[src/inc/epiv_pkg.sv]
// Constants shared by the external pin interrupt and vectoring block
package epiv_pkg;
   // ==========================================================
   // Register byte offsets on the APB
   localparam logic [7:0] EPIV_OFS_PIN_CTL  = 8'h00; // ext_pin_status_control
   localparam logic [7:0] EPIV_OFS_SRC_FLAG = 8'h04; // Source flags, write 1 clears
   localparam logic [7:0] EPIV_OFS_SRC_EN   = 8'h08; // Source local enables
   localparam logic [7:0] EPIV_OFS_CORE_CTL = 8'h0C; // Global mask
   localparam logic [7:0] EPIV_OFS_VEC_STAT = 8'h10; // Pending vector status

   // ==========================================================
   // Field positions in ext_pin_status_control
   localparam int EPIV_BIT_LEVEL_MODE = 0;
   localparam int EPIV_BIT_INT_EN     = 1;
   localparam int EPIV_BIT_ACK        = 2;
   localparam int EPIV_BIT_FLAG       = 3;
   localparam int EPIV_BIT_FN_EN      = 4;
   localparam int EPIV_BIT_POLARITY   = 5;
   localparam int EPIV_BIT_PULL_DIS   = 6;
   // Other fields
   localparam int EPIV_BIT_GMASK      = 0;
   localparam int EPIV_BIT_ANY_PEND   = 8;
   localparam int EPIV_BIT_VADDR_LO   = 16;

   // ==========================================================
   // Reset values
   localparam logic [6:0]  EPIV_RST_PIN_CTL = 7'h00;
   localparam logic [31:0] EPIV_RST_SRC_EN  = 32'h0000_0000;
   localparam logic        EPIV_RST_GMASK   = 1'b1;

   // ==========================================================
   // Vector table
   localparam int          EPIV_NUM_VEC      = 32;
   localparam logic [4:0]  EPIV_VEC_PIN      = 5'h02;
   localparam logic [15:0] EPIV_VEC_TOP_ADDR = 16'hFFFE;
   // Maskable vectors in use: 2..8, 11..28
   localparam logic [31:0] EPIV_VEC_USED     = 32'h1FFF_F9FC;

   // ==========================================================
   // Stacked items, in push order
   localparam logic [2:0] EPIV_STK_PCL = 3'h0;
   localparam logic [2:0] EPIV_STK_PCH = 3'h1;
   localparam logic [2:0] EPIV_STK_X   = 3'h2;
   localparam logic [2:0] EPIV_STK_A   = 3'h3;
   localparam logic [2:0] EPIV_STK_CCR = 3'h4;

   // Interrupt entry sequencer
   typedef enum logic [2:0] {
      EPIV_IDLE,
      EPIV_WAIT_INSN,
      EPIV_STACK,
      EPIV_FETCH_HI,
      EPIV_FETCH_LO,
      EPIV_DONE
   } epiv_state_t;
endpackage

[src/inc/epiv_pin_if.sv]
// Signals between the register core and the pin detector
`timescale 1ns/1ps
`default_nettype none
interface epiv_pin_if;
   logic fn_enable;   // Pin acts as interrupt input
   logic polarity;    // 1: rising and high, 0: falling and low
   logic level_mode;  // 1: edge and level, 0: edge only
   logic ack;         // Software clear pulse
   logic flag;        // Event flag
   logic pin_level;   // Filtered pin level
   logic asserted;    // Filtered pin at asserted level

   modport ctl (output fn_enable, polarity, level_mode, ack,
                input  flag, pin_level, asserted);
   modport det (input  fn_enable, polarity, level_mode, ack,
                output flag, pin_level, asserted);
endinterface
`default_nettype wire

[src/verilog/epiv_pin_detect.sv]
// External request pin synchroniser, event detector and wake path
`timescale 1ns/1ps
`default_nettype none
module epiv_pin_detect
   import epiv_pkg::*;
(
   input  wire logic   pclk,       // Bus clock
   input  wire logic   presetn,    // Async reset, active low
   input  wire logic   pin_in,     // Raw external request pin
   input  wire logic   stop_mode,  // Clocks are stopped
   output logic        wake_async, // Asynchronous wake request
   epiv_pin_if.det     pif         // Core side
);
   logic sync1;
   logic sync2;
   logic sync3;
   logic level;
   logic prev_asserted;
   logic fn_enable_d;
   logic flag;
   logic asserted;
   logic edge_seen;
   logic enable_rise;
   logic hold_level;

   // ==========================================================
   // Input filtering
   // Three flops on bus clock
   always_ff @(posedge pclk or negedge presetn)
   begin
      if (!presetn)
      begin
         sync1 <= 1'b0;
         sync2 <= 1'b0;
         sync3 <= 1'b0;
      end
      else
      begin
         sync1 <= pin_in;
         sync2 <= sync1;
         sync3 <= sync2;
      end
   end

   // Level accepted once stages agree
   always_ff @(posedge pclk or negedge presetn)
   begin
      if (!presetn)
         level <= 1'b0;
      else if (sync2 == sync3)
         level <= sync3;
   end

   // ==========================================================
   // Event detection
   // Polarity picks the asserted level
   assign asserted    = pif.polarity ? level : ~level;
   // Deasserted to asserted transition
   assign edge_seen   = pif.fn_enable & asserted & ~prev_asserted;
   // Turning the pin on flags an event
   assign enable_rise = pif.fn_enable & ~fn_enable_d;
   // Level term only in edge and level mode
   assign hold_level  = pif.fn_enable & pif.level_mode & asserted;

   // History for edge and enable detection
   always_ff @(posedge pclk or negedge presetn)
   begin
      if (!presetn)
      begin
         prev_asserted <= 1'b0;
         fn_enable_d   <= 1'b0;
      end
      else
      begin
         prev_asserted <= asserted;
         fn_enable_d   <= pif.fn_enable;
      end
   end

   // Flag: any set beats the clear in the same cycle
   // Clear ignored while pin asserted in edge and level mode
   always_ff @(posedge pclk or negedge presetn)
   begin
      if (!presetn)
         flag <= 1'b0;
      else if (edge_seen || enable_rise || hold_level)
         flag <= 1'b1;
      // Acknowledge write clears
      else if (pif.ack)
         flag <= 1'b0;
   end

   assign pif.flag      = flag;
   assign pif.pin_level = level;
   assign pif.asserted  = asserted;

   // Clockless wake path, raw pin gated by enable
   assign wake_async = stop_mode & pif.fn_enable & ~(pin_in ^ pif.polarity);
endmodule
`default_nettype wire

[src/verilog/epiv_top.sv]
// External pin interrupt, source flags and vector sequencer with APB slave
// Operation
// Pin raises events only while the function enable bit is 1.
// Polarity bit picks falling/low or rising/high as asserted.
// Mode bit picks edge-only or edge-and-level detection.
// Pin events always set the flag; request only with pin enable.
// Enabled pin with pull-disable 0 gets pull-up or pull-down by polarity.
// Pull-disable 1 switches the internal pull off.
// Pin level is offered to branch instructions while configured.
// Running clocks: synchronous detection on bus clock.
// Stop mode: asynchronous path lets enabled pin wake the part.
// Enabling the pin function sets the event flag.
// Software waits six cycles between flag clear and enable.
// Edge-and-level mode: deasserted-to-asserted move sets the flag.
// Edge-and-level mode: flag held set while pin stays asserted.
// Vector is two bytes, high byte at the lower address.
// Any condition sets its flag; request only if local enable is 1.
// Mask 0: finish instruction, stack five registers, set mask.
// After stacking, fetch vector of lowest-numbered pending source.
// Fixed descending two-byte table; vector 28 at FFC6/FFC7.
// Reset sets the global mask.
// Pin passes synchroniser before edge compare, one flag per edge.
// Acknowledge write clears the flag except while level holds.
//
// The implementer's own choices: the register addresses and register access over APB.
`timescale 1ns/1ps
`default_nettype none
module epiv_top
   import epiv_pkg::*;
(
   input  wire logic        pclk,            // Bus clock, 250 MHz
   input  wire logic        presetn,         // Async reset, active low
   input  wire logic        psel,            // APB select
   input  wire logic        penable,         // APB access phase
   input  wire logic        pwrite,          // APB direction
   input  wire logic [7:0]  paddr,           // APB byte address
   input  wire logic [31:0] pwdata,          // APB write data
   output logic [31:0]      prdata,          // APB read data
   output logic             pready,          // APB ready
   output logic             pslverr,         // APB error
   input  wire logic        ext_pin,         // External request pin
   input  wire logic        stop_mode,       // Clocks shut down
   output logic             wake_async,      // Stop mode wake request
   output logic             pull_enable,     // Internal pull on
   output logic             pull_up,         // 1 pull-up, 0 pull-down
   output logic             branch_pin_valid,// Pin level usable by branches
   output logic             branch_pin_level,// Pin level for branches
   input  wire logic [31:0] src_event,       // Peripheral event pulses
   input  wire logic        cpu_insn_done,   // Instruction boundary pulse
   input  wire logic        cpu_mask_load,   // Mask restore pulse
   input  wire logic        cpu_mask_value,  // Mask value restored
   output logic             cpu_irq_req,     // Qualified request level
   output logic             global_mask,     // Global interrupt mask
   output logic             stack_push,      // Stack one register pulse
   output logic [2:0]       stack_item,      // Register being stacked
   output logic             vec_rd,          // Vector byte fetch pulse
   output logic [15:0]      vec_addr,        // Vector byte address
   output logic             vec_taken,       // Entry complete pulse
   output logic [4:0]       vec_num          // Vector being serviced
);
   epiv_pin_if pif ();

   logic        level_mode;
   logic        int_enable;
   logic        fn_enable;
   logic        polarity;
   logic        pull_disable;
   logic        ack_pulse;
   logic [31:0] src_flag;
   logic [31:0] src_enable;
   logic [31:0] pending;
   logic [31:0] qualified;
   logic [4:0]  best_vec;
   logic        any_req;
   logic        any_pend;
   logic [4:0]  pend_vec;
   epiv_state_t state;
   logic [2:0]  stk_cnt;
   logic [4:0]  cur_vec;
   logic        wr_acc;
   logic        rd_setup;
   logic        mapped;
   logic [31:0] next_prdata;

   // ==========================================================
   // Helper functions
   // Lowest set bit wins, vector 0 is highest priority
   function automatic logic [5:0] first_set(input logic [31:0] v);
      logic [5:0] r;
      r = 6'h00;
      for (int i = EPIV_NUM_VEC - 1; i >= 0; i--)
      begin
         if (v[i])
            r = {1'b1, 5'(i)};
      end
      return r;
   endfunction

   // Descending table, two bytes each
   function automatic logic [15:0] vec_hi_addr(input logic [4:0] n);
      return EPIV_VEC_TOP_ADDR - {10'h000, n, 1'b0};
   endfunction

   // Decode of the four writable and one read-only register
   function automatic logic is_mapped(input logic [7:0] a);
      return (a == EPIV_OFS_PIN_CTL) || (a == EPIV_OFS_SRC_FLAG)
          || (a == EPIV_OFS_SRC_EN) || (a == EPIV_OFS_CORE_CTL)
          || (a == EPIV_OFS_VEC_STAT);
   endfunction

   // ==========================================================
   // APB slave: zero wait states
   assign pready   = 1'b1;
   assign mapped   = is_mapped(paddr);
   assign pslverr  = psel & penable & ~mapped;
   assign wr_acc   = psel & penable & pwrite & mapped;
   assign rd_setup = psel & ~penable & ~pwrite;

   // Pin control register fields
   always_ff @(posedge pclk or negedge presetn)
   begin
      if (!presetn)
      begin
         level_mode   <= EPIV_RST_PIN_CTL[EPIV_BIT_LEVEL_MODE];
         int_enable   <= EPIV_RST_PIN_CTL[EPIV_BIT_INT_EN];
         fn_enable    <= EPIV_RST_PIN_CTL[EPIV_BIT_FN_EN];
         polarity     <= EPIV_RST_PIN_CTL[EPIV_BIT_POLARITY];
         pull_disable <= EPIV_RST_PIN_CTL[EPIV_BIT_PULL_DIS];
      end
      else if (wr_acc && paddr == EPIV_OFS_PIN_CTL)
      begin
         level_mode   <= pwdata[EPIV_BIT_LEVEL_MODE];
         int_enable   <= pwdata[EPIV_BIT_INT_EN];
         fn_enable    <= pwdata[EPIV_BIT_FN_EN];
         polarity     <= pwdata[EPIV_BIT_POLARITY];
         pull_disable <= pwdata[EPIV_BIT_PULL_DIS];
      end
   end

   // Acknowledge bit is a write-only strobe
   assign ack_pulse = wr_acc && (paddr == EPIV_OFS_PIN_CTL) && pwdata[EPIV_BIT_ACK];

   // Local enables; pin enable lives in the pin register
   always_ff @(posedge pclk or negedge presetn)
   begin
      if (!presetn)
         src_enable <= EPIV_RST_SRC_EN;
      else if (wr_acc && paddr == EPIV_OFS_SRC_EN)
         src_enable <= pwdata & EPIV_VEC_USED;
   end

   // Events set flags; a set beats a write-one clear
   always_ff @(posedge pclk or negedge presetn)
   begin
      if (!presetn)
         src_flag <= 32'h0000_0000;
      else if (wr_acc && paddr == EPIV_OFS_SRC_FLAG)
         src_flag <= ((src_flag & ~pwdata) | src_event) & EPIV_VEC_USED;
      else
         src_flag <= (src_flag | src_event) & EPIV_VEC_USED;
   end

   // ==========================================================
   // Pin detector
   // Only the enable bit turns the pin into a request input
   assign pif.fn_enable  = fn_enable;
   assign pif.polarity   = polarity;
   assign pif.level_mode = level_mode;
   assign pif.ack        = ack_pulse;

   epiv_pin_detect u_pin
   (
      .pclk       (pclk),
      .presetn    (presetn),
      .pin_in     (ext_pin),
      .stop_mode  (stop_mode),
      .wake_async (wake_async),
      .pif        (pif)
   );

   // Pull follows polarity: pull-up for falling and low
   // Pull-disable turns it off for an external resistor
   assign pull_enable = fn_enable & ~pull_disable;
   assign pull_up     = ~polarity;

   // Filtered level, valid while the pin is configured
   assign branch_pin_valid = fn_enable;
   assign branch_pin_level = fn_enable & pif.pin_level;

   // ==========================================================
   // Priority resolution
   // Pin flag always visible; request needs the pin enable
   always_comb
   begin
      pending               = src_flag;
      pending[EPIV_VEC_PIN] = pif.flag;
      qualified             = pending & src_enable;
      qualified[EPIV_VEC_PIN] = pif.flag & int_enable;
   end

   // Lowest vector number among qualified sources
   assign {any_req, best_vec}   = first_set(qualified);
   assign {any_pend, pend_vec}  = first_set(pending);

   // Request only reaches the sequencer with mask clear
   assign cpu_irq_req = any_req & ~global_mask;

   // ==========================================================
   // Global mask
   // Reset masks all sources
   always_ff @(posedge pclk or negedge presetn)
   begin
      if (!presetn)
         global_mask <= EPIV_RST_GMASK;
      else if (state == EPIV_STACK && stk_cnt == EPIV_STK_CCR)
         global_mask <= 1'b1;
      else if (cpu_mask_load)
         global_mask <= cpu_mask_value;
      else if (wr_acc && paddr == EPIV_OFS_CORE_CTL)
         global_mask <= pwdata[EPIV_BIT_GMASK];
   end

   // ==========================================================
   // Interrupt entry sequencer
   // Wait for boundary, stack PROG_COUNTER_LOW PROG_COUNTER_HIGH X A CONDITION_CODE_REG, then fetch
   always_ff @(posedge pclk or negedge presetn)
   begin
      if (!presetn)
      begin
         state   <= EPIV_IDLE;
         stk_cnt <= EPIV_STK_PCL;
         cur_vec <= 5'h00;
      end
      else
      begin
         case (state)
            EPIV_IDLE:
            begin
               if (cpu_irq_req)
                  state <= EPIV_WAIT_INSN;
            end
            EPIV_WAIT_INSN:
            begin
               // Request withdrawn before the boundary is dropped
               if (!cpu_irq_req)
                  state <= EPIV_IDLE;
               else if (cpu_insn_done)
               begin
                  state   <= EPIV_STACK;
                  stk_cnt <= EPIV_STK_PCL;
                  cur_vec <= best_vec;
               end
            end
            EPIV_STACK:
            begin
               if (stk_cnt == EPIV_STK_CCR)
               begin
                  state <= EPIV_FETCH_HI;
                  // Re-resolve after stacking if still pending
                  if (any_req)
                     cur_vec <= best_vec;
               end
               else
                  stk_cnt <= stk_cnt + 3'h1;
            end
            EPIV_FETCH_HI:
               state <= EPIV_FETCH_LO;
            EPIV_FETCH_LO:
               state <= EPIV_DONE;
            EPIV_DONE:
               state <= EPIV_IDLE;
            default:
               state <= EPIV_IDLE;
         endcase
      end
   end

   // Sequencer outputs, registered so they are glitch free
   always_ff @(posedge pclk or negedge presetn)
   begin
      if (!presetn)
      begin
         stack_push <= 1'b0;
         stack_item <= EPIV_STK_PCL;
         vec_rd     <= 1'b0;
         vec_addr   <= 16'h0000;
         vec_taken  <= 1'b0;
         vec_num    <= 5'h00;
      end
      else
      begin
         stack_push <= (state == EPIV_STACK);
         stack_item <= stk_cnt;
         vec_rd     <= (state == EPIV_FETCH_HI) || (state == EPIV_FETCH_LO);
         vec_taken  <= (state == EPIV_DONE);
         vec_num    <= cur_vec;
         // High byte first at the lower address, then low byte
         if (state == EPIV_FETCH_HI)
            vec_addr <= vec_hi_addr(cur_vec);
         else if (state == EPIV_FETCH_LO)
            vec_addr <= vec_hi_addr(cur_vec) + 16'h0001;
      end
   end

   // ==========================================================
   // Read data, captured in the setup phase
   always_comb
   begin
      next_prdata = 32'h0000_0000;
      case (paddr)
         EPIV_OFS_PIN_CTL:
         begin
            next_prdata[EPIV_BIT_LEVEL_MODE] = level_mode;
            next_prdata[EPIV_BIT_INT_EN]     = int_enable;
            next_prdata[EPIV_BIT_FLAG]       = pif.flag;
            next_prdata[EPIV_BIT_FN_EN]      = fn_enable;
            next_prdata[EPIV_BIT_POLARITY]   = polarity;
            next_prdata[EPIV_BIT_PULL_DIS]   = pull_disable;
         end
         EPIV_OFS_SRC_FLAG:
            next_prdata = pending;
         EPIV_OFS_SRC_EN:
            next_prdata = src_enable;
         EPIV_OFS_CORE_CTL:
            next_prdata[EPIV_BIT_GMASK] = global_mask;
         EPIV_OFS_VEC_STAT:
         begin
            next_prdata[4:0]              = pend_vec;
            next_prdata[EPIV_BIT_ANY_PEND] = any_pend;
            next_prdata[31:EPIV_BIT_VADDR_LO] = vec_hi_addr(pend_vec);
         end
         default:
            next_prdata = 32'h0000_0000;
      endcase
   end

   // Capturing early keeps prdata off a combinational path
   always_ff @(posedge pclk or negedge presetn)
   begin
      if (!presetn)
         prdata <= 32'h0000_0000;
      else if (rd_setup)
         prdata <= next_prdata;
   end
endmodule
`default_nettype wire
[config.mk]
export PLATFORM = sky130hd
export DESIGN_NAME = epiv_top
export DESIGN_NICKNAME = d
export VERILOG_FILES = /design/src/inc/epiv_pkg.sv /design/src/inc/epiv_pin_if.sv /design/src/verilog/epiv_pin_detect.sv /design/src/verilog/epiv_top.sv
export SDC_FILE = /design/constraint.sdc
export NUM_CORES = 1
export LEC_CHECK = 0
export BUFFER_PORTS_ARGS = -buffer_cell sky130_fd_sc_hd__buf_2
export CORE_MARGIN = 1
export CORE_UTILIZATION = 40
export CTS_CLUSTER_DIAMETER = 100
export DETAILED_ROUTE_END_ITERATION = 8
export GPL_ROUTABILITY_DRIVEN = 0
export PLACE_DENSITY = 0.72
export SLEW_MARGIN = 20
export SYNTH_ARGS = -nofsm -noshare
export SYNTH_HDL_FRONTEND = slang
export SYNTH_HIERARCHICAL = 1
export SYNTH_SLANG_ARGS = --single-unit
[constraint.sdc]
create_clock -name pclk -period 2.2 [get_ports pclk]
set_input_delay 0.22 -clock pclk [delete_from_list [all_inputs] [get_ports pclk]]
set_output_delay 0.22 -clock pclk [all_outputs]
set_load 0.005 [all_outputs]
**Word-level counts from Yosys, hierarchy flattened**

Cells that the tools add are included.

- $add $sub $neg: 4
- Multiply operators: 0
- Div/mod/pow operators: 0
- Magnitude comparators: 0
- Equality and inequality tests: 18
- Shift operators: 0
- Muxes and demuxes: 96
- Bitwise logic cells: 33
- Reductions and logical operators: 22

Operators by type and width:

| kind | number |
|---|---|
| 2-to-1 mux 6 bit | 64 |
| AND 29 bit | 2 |
| OR 29 bit | 2 |
| one-hot mux 16 bit (3 select lines) | 1 |
| 2-to-1 mux 16 bit | 2 |
| 2-to-1 mux 29 bit | 1 |
| inverter 29 bit | 1 |
| 2-to-1 mux 3 bit | 7 |
| 2-to-1 mux 5 bit | 4 |
| AND 1 bit | 17 |
| == test 8 x 4 -> 1 bit, second input constant | 2 |
| subtractor 2 x 7 -> 8 bit, first input constant | 2 |
| one-hot mux 3 bit (5 select lines) | 1 |
| one-hot mux 7 bit (2 select lines) | 1 |
| != test 2 bit, second input constant | 5 |
| inverter 1 bit | 10 |
| one-hot mux 5 bit (2 select lines) | 1 |
| adder 8 x 2 -> 9 bit, second input constant | 1 |
| == test 3 bit, second input constant | 3 |
| one-hot mux 1 bit (3 select lines) | 3 |
| == test 8 x 3 -> 1 bit, second input constant | 1 |
| == test 8 x 5 -> 1 bit, second input constant | 1 |
| logical NOT 8 bit | 1 |
| one-hot mux 2 bit (4 select lines) | 1 |
| 20 further kinds | 39 |

- Bits in registers: 137
- Bits in latches: 0
- Memory bits (writable): 0
- Memory bits (read-only): 0
- Logic and storage cells: 198
- Memories kept: 0

**Longest topological paths before layout**

- Depth after elaboration: 35
- Depth in mapped cells: 9
- Depth with buffers taken out: 8

**Modules after synthesis**

Netlist, hierarchy kept.

By module, submodules not included:

| module | instances | cells each | area an instance (um^2) | seq. area each (um^2) |
|---|---|---|---|---|
| epiv_top | 1 | 544 | 5584.1 | 2803.9 |
| epiv_pin_detect | 1 | 15 | 237.7 | 175.2 |

**Worst setup path before layout**

Ideal clock, no wire load.

- Kind: register -> register
- Start: register src_flag[24]
- End: register prdata[8]
- Arrival: 1.726 ns
- Required time: 2.073 ns
- Slack: 0.346 ns
- Stages on the path, launching flop included: 7
- Path buffers: 1
- Cell sequence: dfrtp_1 > buf_6 > or4_4 > nor4_2 > nand2_1 > a222oi_1 > o21ai_1

- Word-level cells in the longest chain between the ends: 26

RTL lines:

| what | line | source |
|---|---|---|
| start, declared | epiv_top.sv:69 | `logic [31:0] src_flag;` |
| start signal, assigned | epiv_top.sv:158 | `src_flag <= ((src_flag & ~pwdata) \| src_event) & EPIV_VEC_USED;` |
| start signal, assigned | epiv_top.sv:160 | `src_flag <= (src_flag \| src_event) & EPIV_VEC_USED;` |
| 2-to-1 mux 6 bit (25 in a row) | epiv_top.sv:93 | `if (v[i])` |
| one-hot mux 1 bit (3 select lines) | epiv_top.sv:310 | `case (paddr)` |
| end signal, assigned | epiv_top.sv:343 | `prdata <= next_prdata;` |
| end, declared | epiv_top.sv:38 | `output logic [31:0] prdata,` |

Every way passes these cells.
A chain may end at the register's enable or synchronous reset.

**Worst setup path after layout**

- Start: register src_enable[13]
- End: output cpu_irq_req

- Word-level cells in the longest chain between the ends: 16

RTL lines:

| what | line | source |
|---|---|---|
| start, declared | epiv_top.sv:70 | `logic [31:0] src_enable;` |
| start signal, assigned | epiv_top.sv:149 | `src_enable <= pwdata & EPIV_VEC_USED;` |
| AND 29 bit | epiv_top.sv:197 | `qualified = pending & src_enable;` |
| 2-to-1 mux 6 bit (14 in a row) | epiv_top.sv:93 |  |
| AND 1 bit | epiv_top.sv:206 | `assign cpu_irq_req = any_req & ~global_mask;` |
| end, declared | epiv_top.sv:52 | `output logic cpu_irq_req,` |

Every way passes these cells.

==> flow_summary.json <==
{
  "status": "complete, no violations",
  "vdd_drop_max_mv": 0.5906,
  "r2r_end": "prdata[8]",
  "vias_per_cell": 5.523,
  "clock.fmax_mhz": 460.7,
  "hold_depth": 2,
  "drive_above_1_share_pct": 38.34,
  "r2r_start": "src_flag[27]",
  "power.leakage_nw": 3.541,
  "first_global_vias": 5112,
  "synth_ff_type": "dfrtp_1",
  "core_area_mm2": 0.01404,
  "post_synth.cell_area_avg_um2": 10.41,
  "root_buffer": "clkbuf_16",
  "grt_pass1_wl_mm": 25.57,
  "slowest_delay_ns": 0.42,
  "reg2reg_depth": 6,
  "initial_core_util_pct": 41.46,
  "hold_violations": 0,
  "wire_per_inst_um": 17.57,
  "antenna_found_initial": 0,
  "setup_violations": 0,
  "clockBufferDepth": 2,
  "synth_edf_count": 0,
  "fin_crit_ns": 2.170,
  "initialDrtViolationCount": 430,
  "synth_area_mm2": 0.005822,
  "nNetsFinal": 817,
  "route.detailed.drc": 0,
  "end_kind": "output port",
  "tightest_slew_ns": 0.6703,
  "required_ns": 1.98,
  "slew_headroom_pct": 55.16,
  "setup_tns_ns": 0,
  "critPathLaunchType": "flop",
  "worstPathMaxFanout": 4,
  "syn2layout_area_growth_pct": 32.19,
  "crit_slowest_cell": "dfrtp_1",
  "synthDistinctLibCells": 75,
  "fin_util_pct": 54.81,
  "htreeDepth": 4,
  "routed_wl_mm": 16.27,
  "synthArstFlopShare_pct": 100.0,
  "dp_cells": 852,
  "grt_max_degree": 52,
  "dieArea_mm2": 0.01504,
  "syn-instance-count": 559,
  "path_clk_slew_ns": 0.05,
  "rsz0062_at_grt": "yes",
  "diodes": 0,
  "max-cap-violations": 0,
  "critPathKind": "reg -> out",
  "critPathArrivalTime_ns": 1.95,
  "io_pins": 150,
  "fin_skew_ns": 0.008336,
  "grt_usage_pct": 22.68,
  "core.rowCount": 43,
  "slew_viol_final": 0,
  "power.total_w": 0.006444,
  "cellPowerDensity_mw_per_mm2": 837.3,
  "ant_nets": 0,
  "drt_pass1_iterations": 5,
  "hold_end": "src_flag[13]",
  "hp-start": "src_event[13]",
  "hpwl_mm": 11.21,
  "fp.dieW_um": 122.6,
  "cts_tree": "done",
  "clkSinkCount": 119,
  "clk_latency_ns": 0.42,
  "via_count": 5114,
  "fin_area_mm2": 0.007696,
  "ys_ff_latch": 119,
  "hp-class": "in -> reg",
  "fin_crit_sh_pct": 98.66,
  "placed_cell_area_mm2": 0.006594,
  "fin_cells": 926,
  "die_h_um": 122.6,
  "gr-total-overflow": 0,
  "yosysWarnings": 6,
  "cp_cell_sequence": "a22oi_2 > nand3_2 > nor4b_4 > buf_4 > nor2_2 > buf_2",
  "cts_buffers": 17,
  "portBuffers": 133,
  "yosysSeqAreaShare_pct": 51.17,
  "ff2ff_setup_slack_ns": 0.10
}
-- Yosys cell counts (all sizes together), types with 2 or more instances --
| master | number | area share (%) |
|---|---|---|
| a211oi | 3 | 0.39 |
| a21boi | 3 | 0.39 |
| a21o | 26 | 3.4 |
| a21oi | 17 | 1.5 |
| a221oi | 21 | 3.2 |
| a222oi | 3 | 0.52 |
| a22o | 3 | 0.45 |
| a22oi | 11 | 1.4 |
| a2bb2oi | 2 | 0.30 |
| a311oi | 2 | 0.41 |
| a31oi | 5 | 0.54 |
| a32o | 2 | 0.34 |
| and2 | 5 | 0.56 |
| and3 | 7 | 0.77 |
| and4 | 2 | 0.30 |
| buf | 27 | 3.4 |
| clkbuf | 16 | 1.7 |
| conb | 2 | 0.13 |
| dfrtp | 118 | 51 |
| ha | 2 | 0.43 |
| inv | 14 | 0.90 |
| mux2 | 30 | 5.8 |
| mux2i | 5 | 0.86 |
| nand2 | 74 | 4.8 |
| nand2b | 6 | 0.64 |
| nand3 | 13 | 1.2 |
| nand3b | 2 | 0.26 |
| nand4 | 2 | 0.21 |
| nor2 | 43 | 2.8 |
| nor2b | 7 | 0.75 |
| nor3 | 5 | 0.52 |
| nor3b | 2 | 0.34 |
| nor4 | 5 | 0.64 |
| o2111ai | 3 | 0.45 |
| o21a | 3 | 0.39 |
| o21ai | 33 | 2.8 |
| o31ai | 7 | 0.99 |
| or3 | 3 | 0.41 |
| or4 | 3 | 0.58 |
| xnor2 | 4 | 0.60 |
-- power by group --
group	internal (W)	total, W	switching (W)
sequential	0.00244	0.00261	0.000169
clock	0.00196	0.00293	0.000967
combinational	0.000436	0.000905	0.000469
-- through the flow --
stage | setup WS (ns) | hold WS (ns)
floorplan | 0.3464 | -0.07559
global placement | 0.1846 | 0.2653
detailed placement | 0.1225 | 0.2830
CTS | 0.001193 | 0.001935
global route | -0.04208 | 0.005855
finish | 0.02952 | 0.02695
-- per-layer routing --
layer	global-route usage (%)	share of wire, %	up-vias
met3	5.437	6.2	32
met5	0	0	-
met4	11.74	2.6	0
li1	-	-	2353
met1	26.97	42	2500
met2	38.03	49	229
-- flip-flops by register name, summed over array words and instances, names as in the netlist, 3 cells and up --
register and cells:
src_enable 25, state 3, stack_item 3, prdata 28, cur_vec 5, vec_addr 7, src_flag 24, stk_cnt 3
vec_num 5
-- placed cells by master (no fill, tap or decap), types with 4 or more instances in the layout --
master / n
clkbuf_8: 6
nor2b_1: 7
a21o_1: 25
xnor2_1: 4
nand2b_1: 6
nand3_1: 10
nor3_1: 4
mux2_2: 30
a21oi_1: 17
clkbuf_16: 17
dfrtp_1: 102
a221oi_1: 21
buf_4: 41
inv_1: 13
buf_2: 132
a22oi_2: 11
a31oi_1: 5
dlygate4sd3_1: 24
and2_1: 4
o21ai_0: 30
mux2i_1: 5
and3_1: 6
nand2_1: 73
nor2_1: 42
o31ai_1: 6
dfrtp_2: 16
-- cell families (layout without fill, tap and decap cells) --
kind of cell	after synthesis	after routing	synth area share [%]
other cells	2	3	0.1290
buf+inv	59	245	6.318
compound gates	154	154	18.91
mux	35	35	6.662
xor+xnor	4	4	0.6017
simple gates	183	183	15.60
flops	119	119	51.17
fa+ha+maj	3	3	0.6017
-- layout make-up --
| cell class | instances | area (um2) |
|---|---|---|
| clock inverters | 6 | 111.4 |
| inverters | 15 | 57.56 |
| well taps | 180 | 225.2 |
| repair buffers | 198 | 1229 |
| flip-flops and latches | 119 | 2999 |
| fillers | 1197 | 6346 |
| clock buffers | 26 | 519.2 |
| multi-input cells | 382 | 2555 |
-- what timing repair did --
action | in CTS | in global routing
hold buffers | 24 | 0
setup buffers | 6 | 12
pin swaps | 4 | 10
hold endpoints to repair | 69 | 0
resized for setup | 20 | 13
setup endpoints to repair | 1 | 4
-- critical path, delay by kind of cell (launching register included) --
family	cells	cell delay (ns)
flip-flops	1	0.42
buffers and inverters	2	0.30
AND/OR/NAND/NOR	3	0.53
AO/OA/AOI/OAI	1	0.28
-- worst max path at each step --
| stage | from | end | slack (ns) | depth (start not counted) |
|---|---|---|---|---|
| 2_1_floorplan | src_flag[24] | prdata[8] | 0.35 | 6 |
| 3_3_place_gp | paddr[1] | src_enable[12] | 0.18 | 6 |
| 3_5_place_dp | src_flag[24] | prdata[8] | 0.12 | 5 |
| 4_1_cts | src_flag[7] | cpu_irq_req | 0.001 | 7 |
| 5_1_grt | src_enable[26] | cpu_irq_req | -0.04 | 6 |
| 6_report | src_enable[13] | cpu_irq_req | 0.03 | 6 |
No activity file was read; power rests on OpenSTA's default activity.
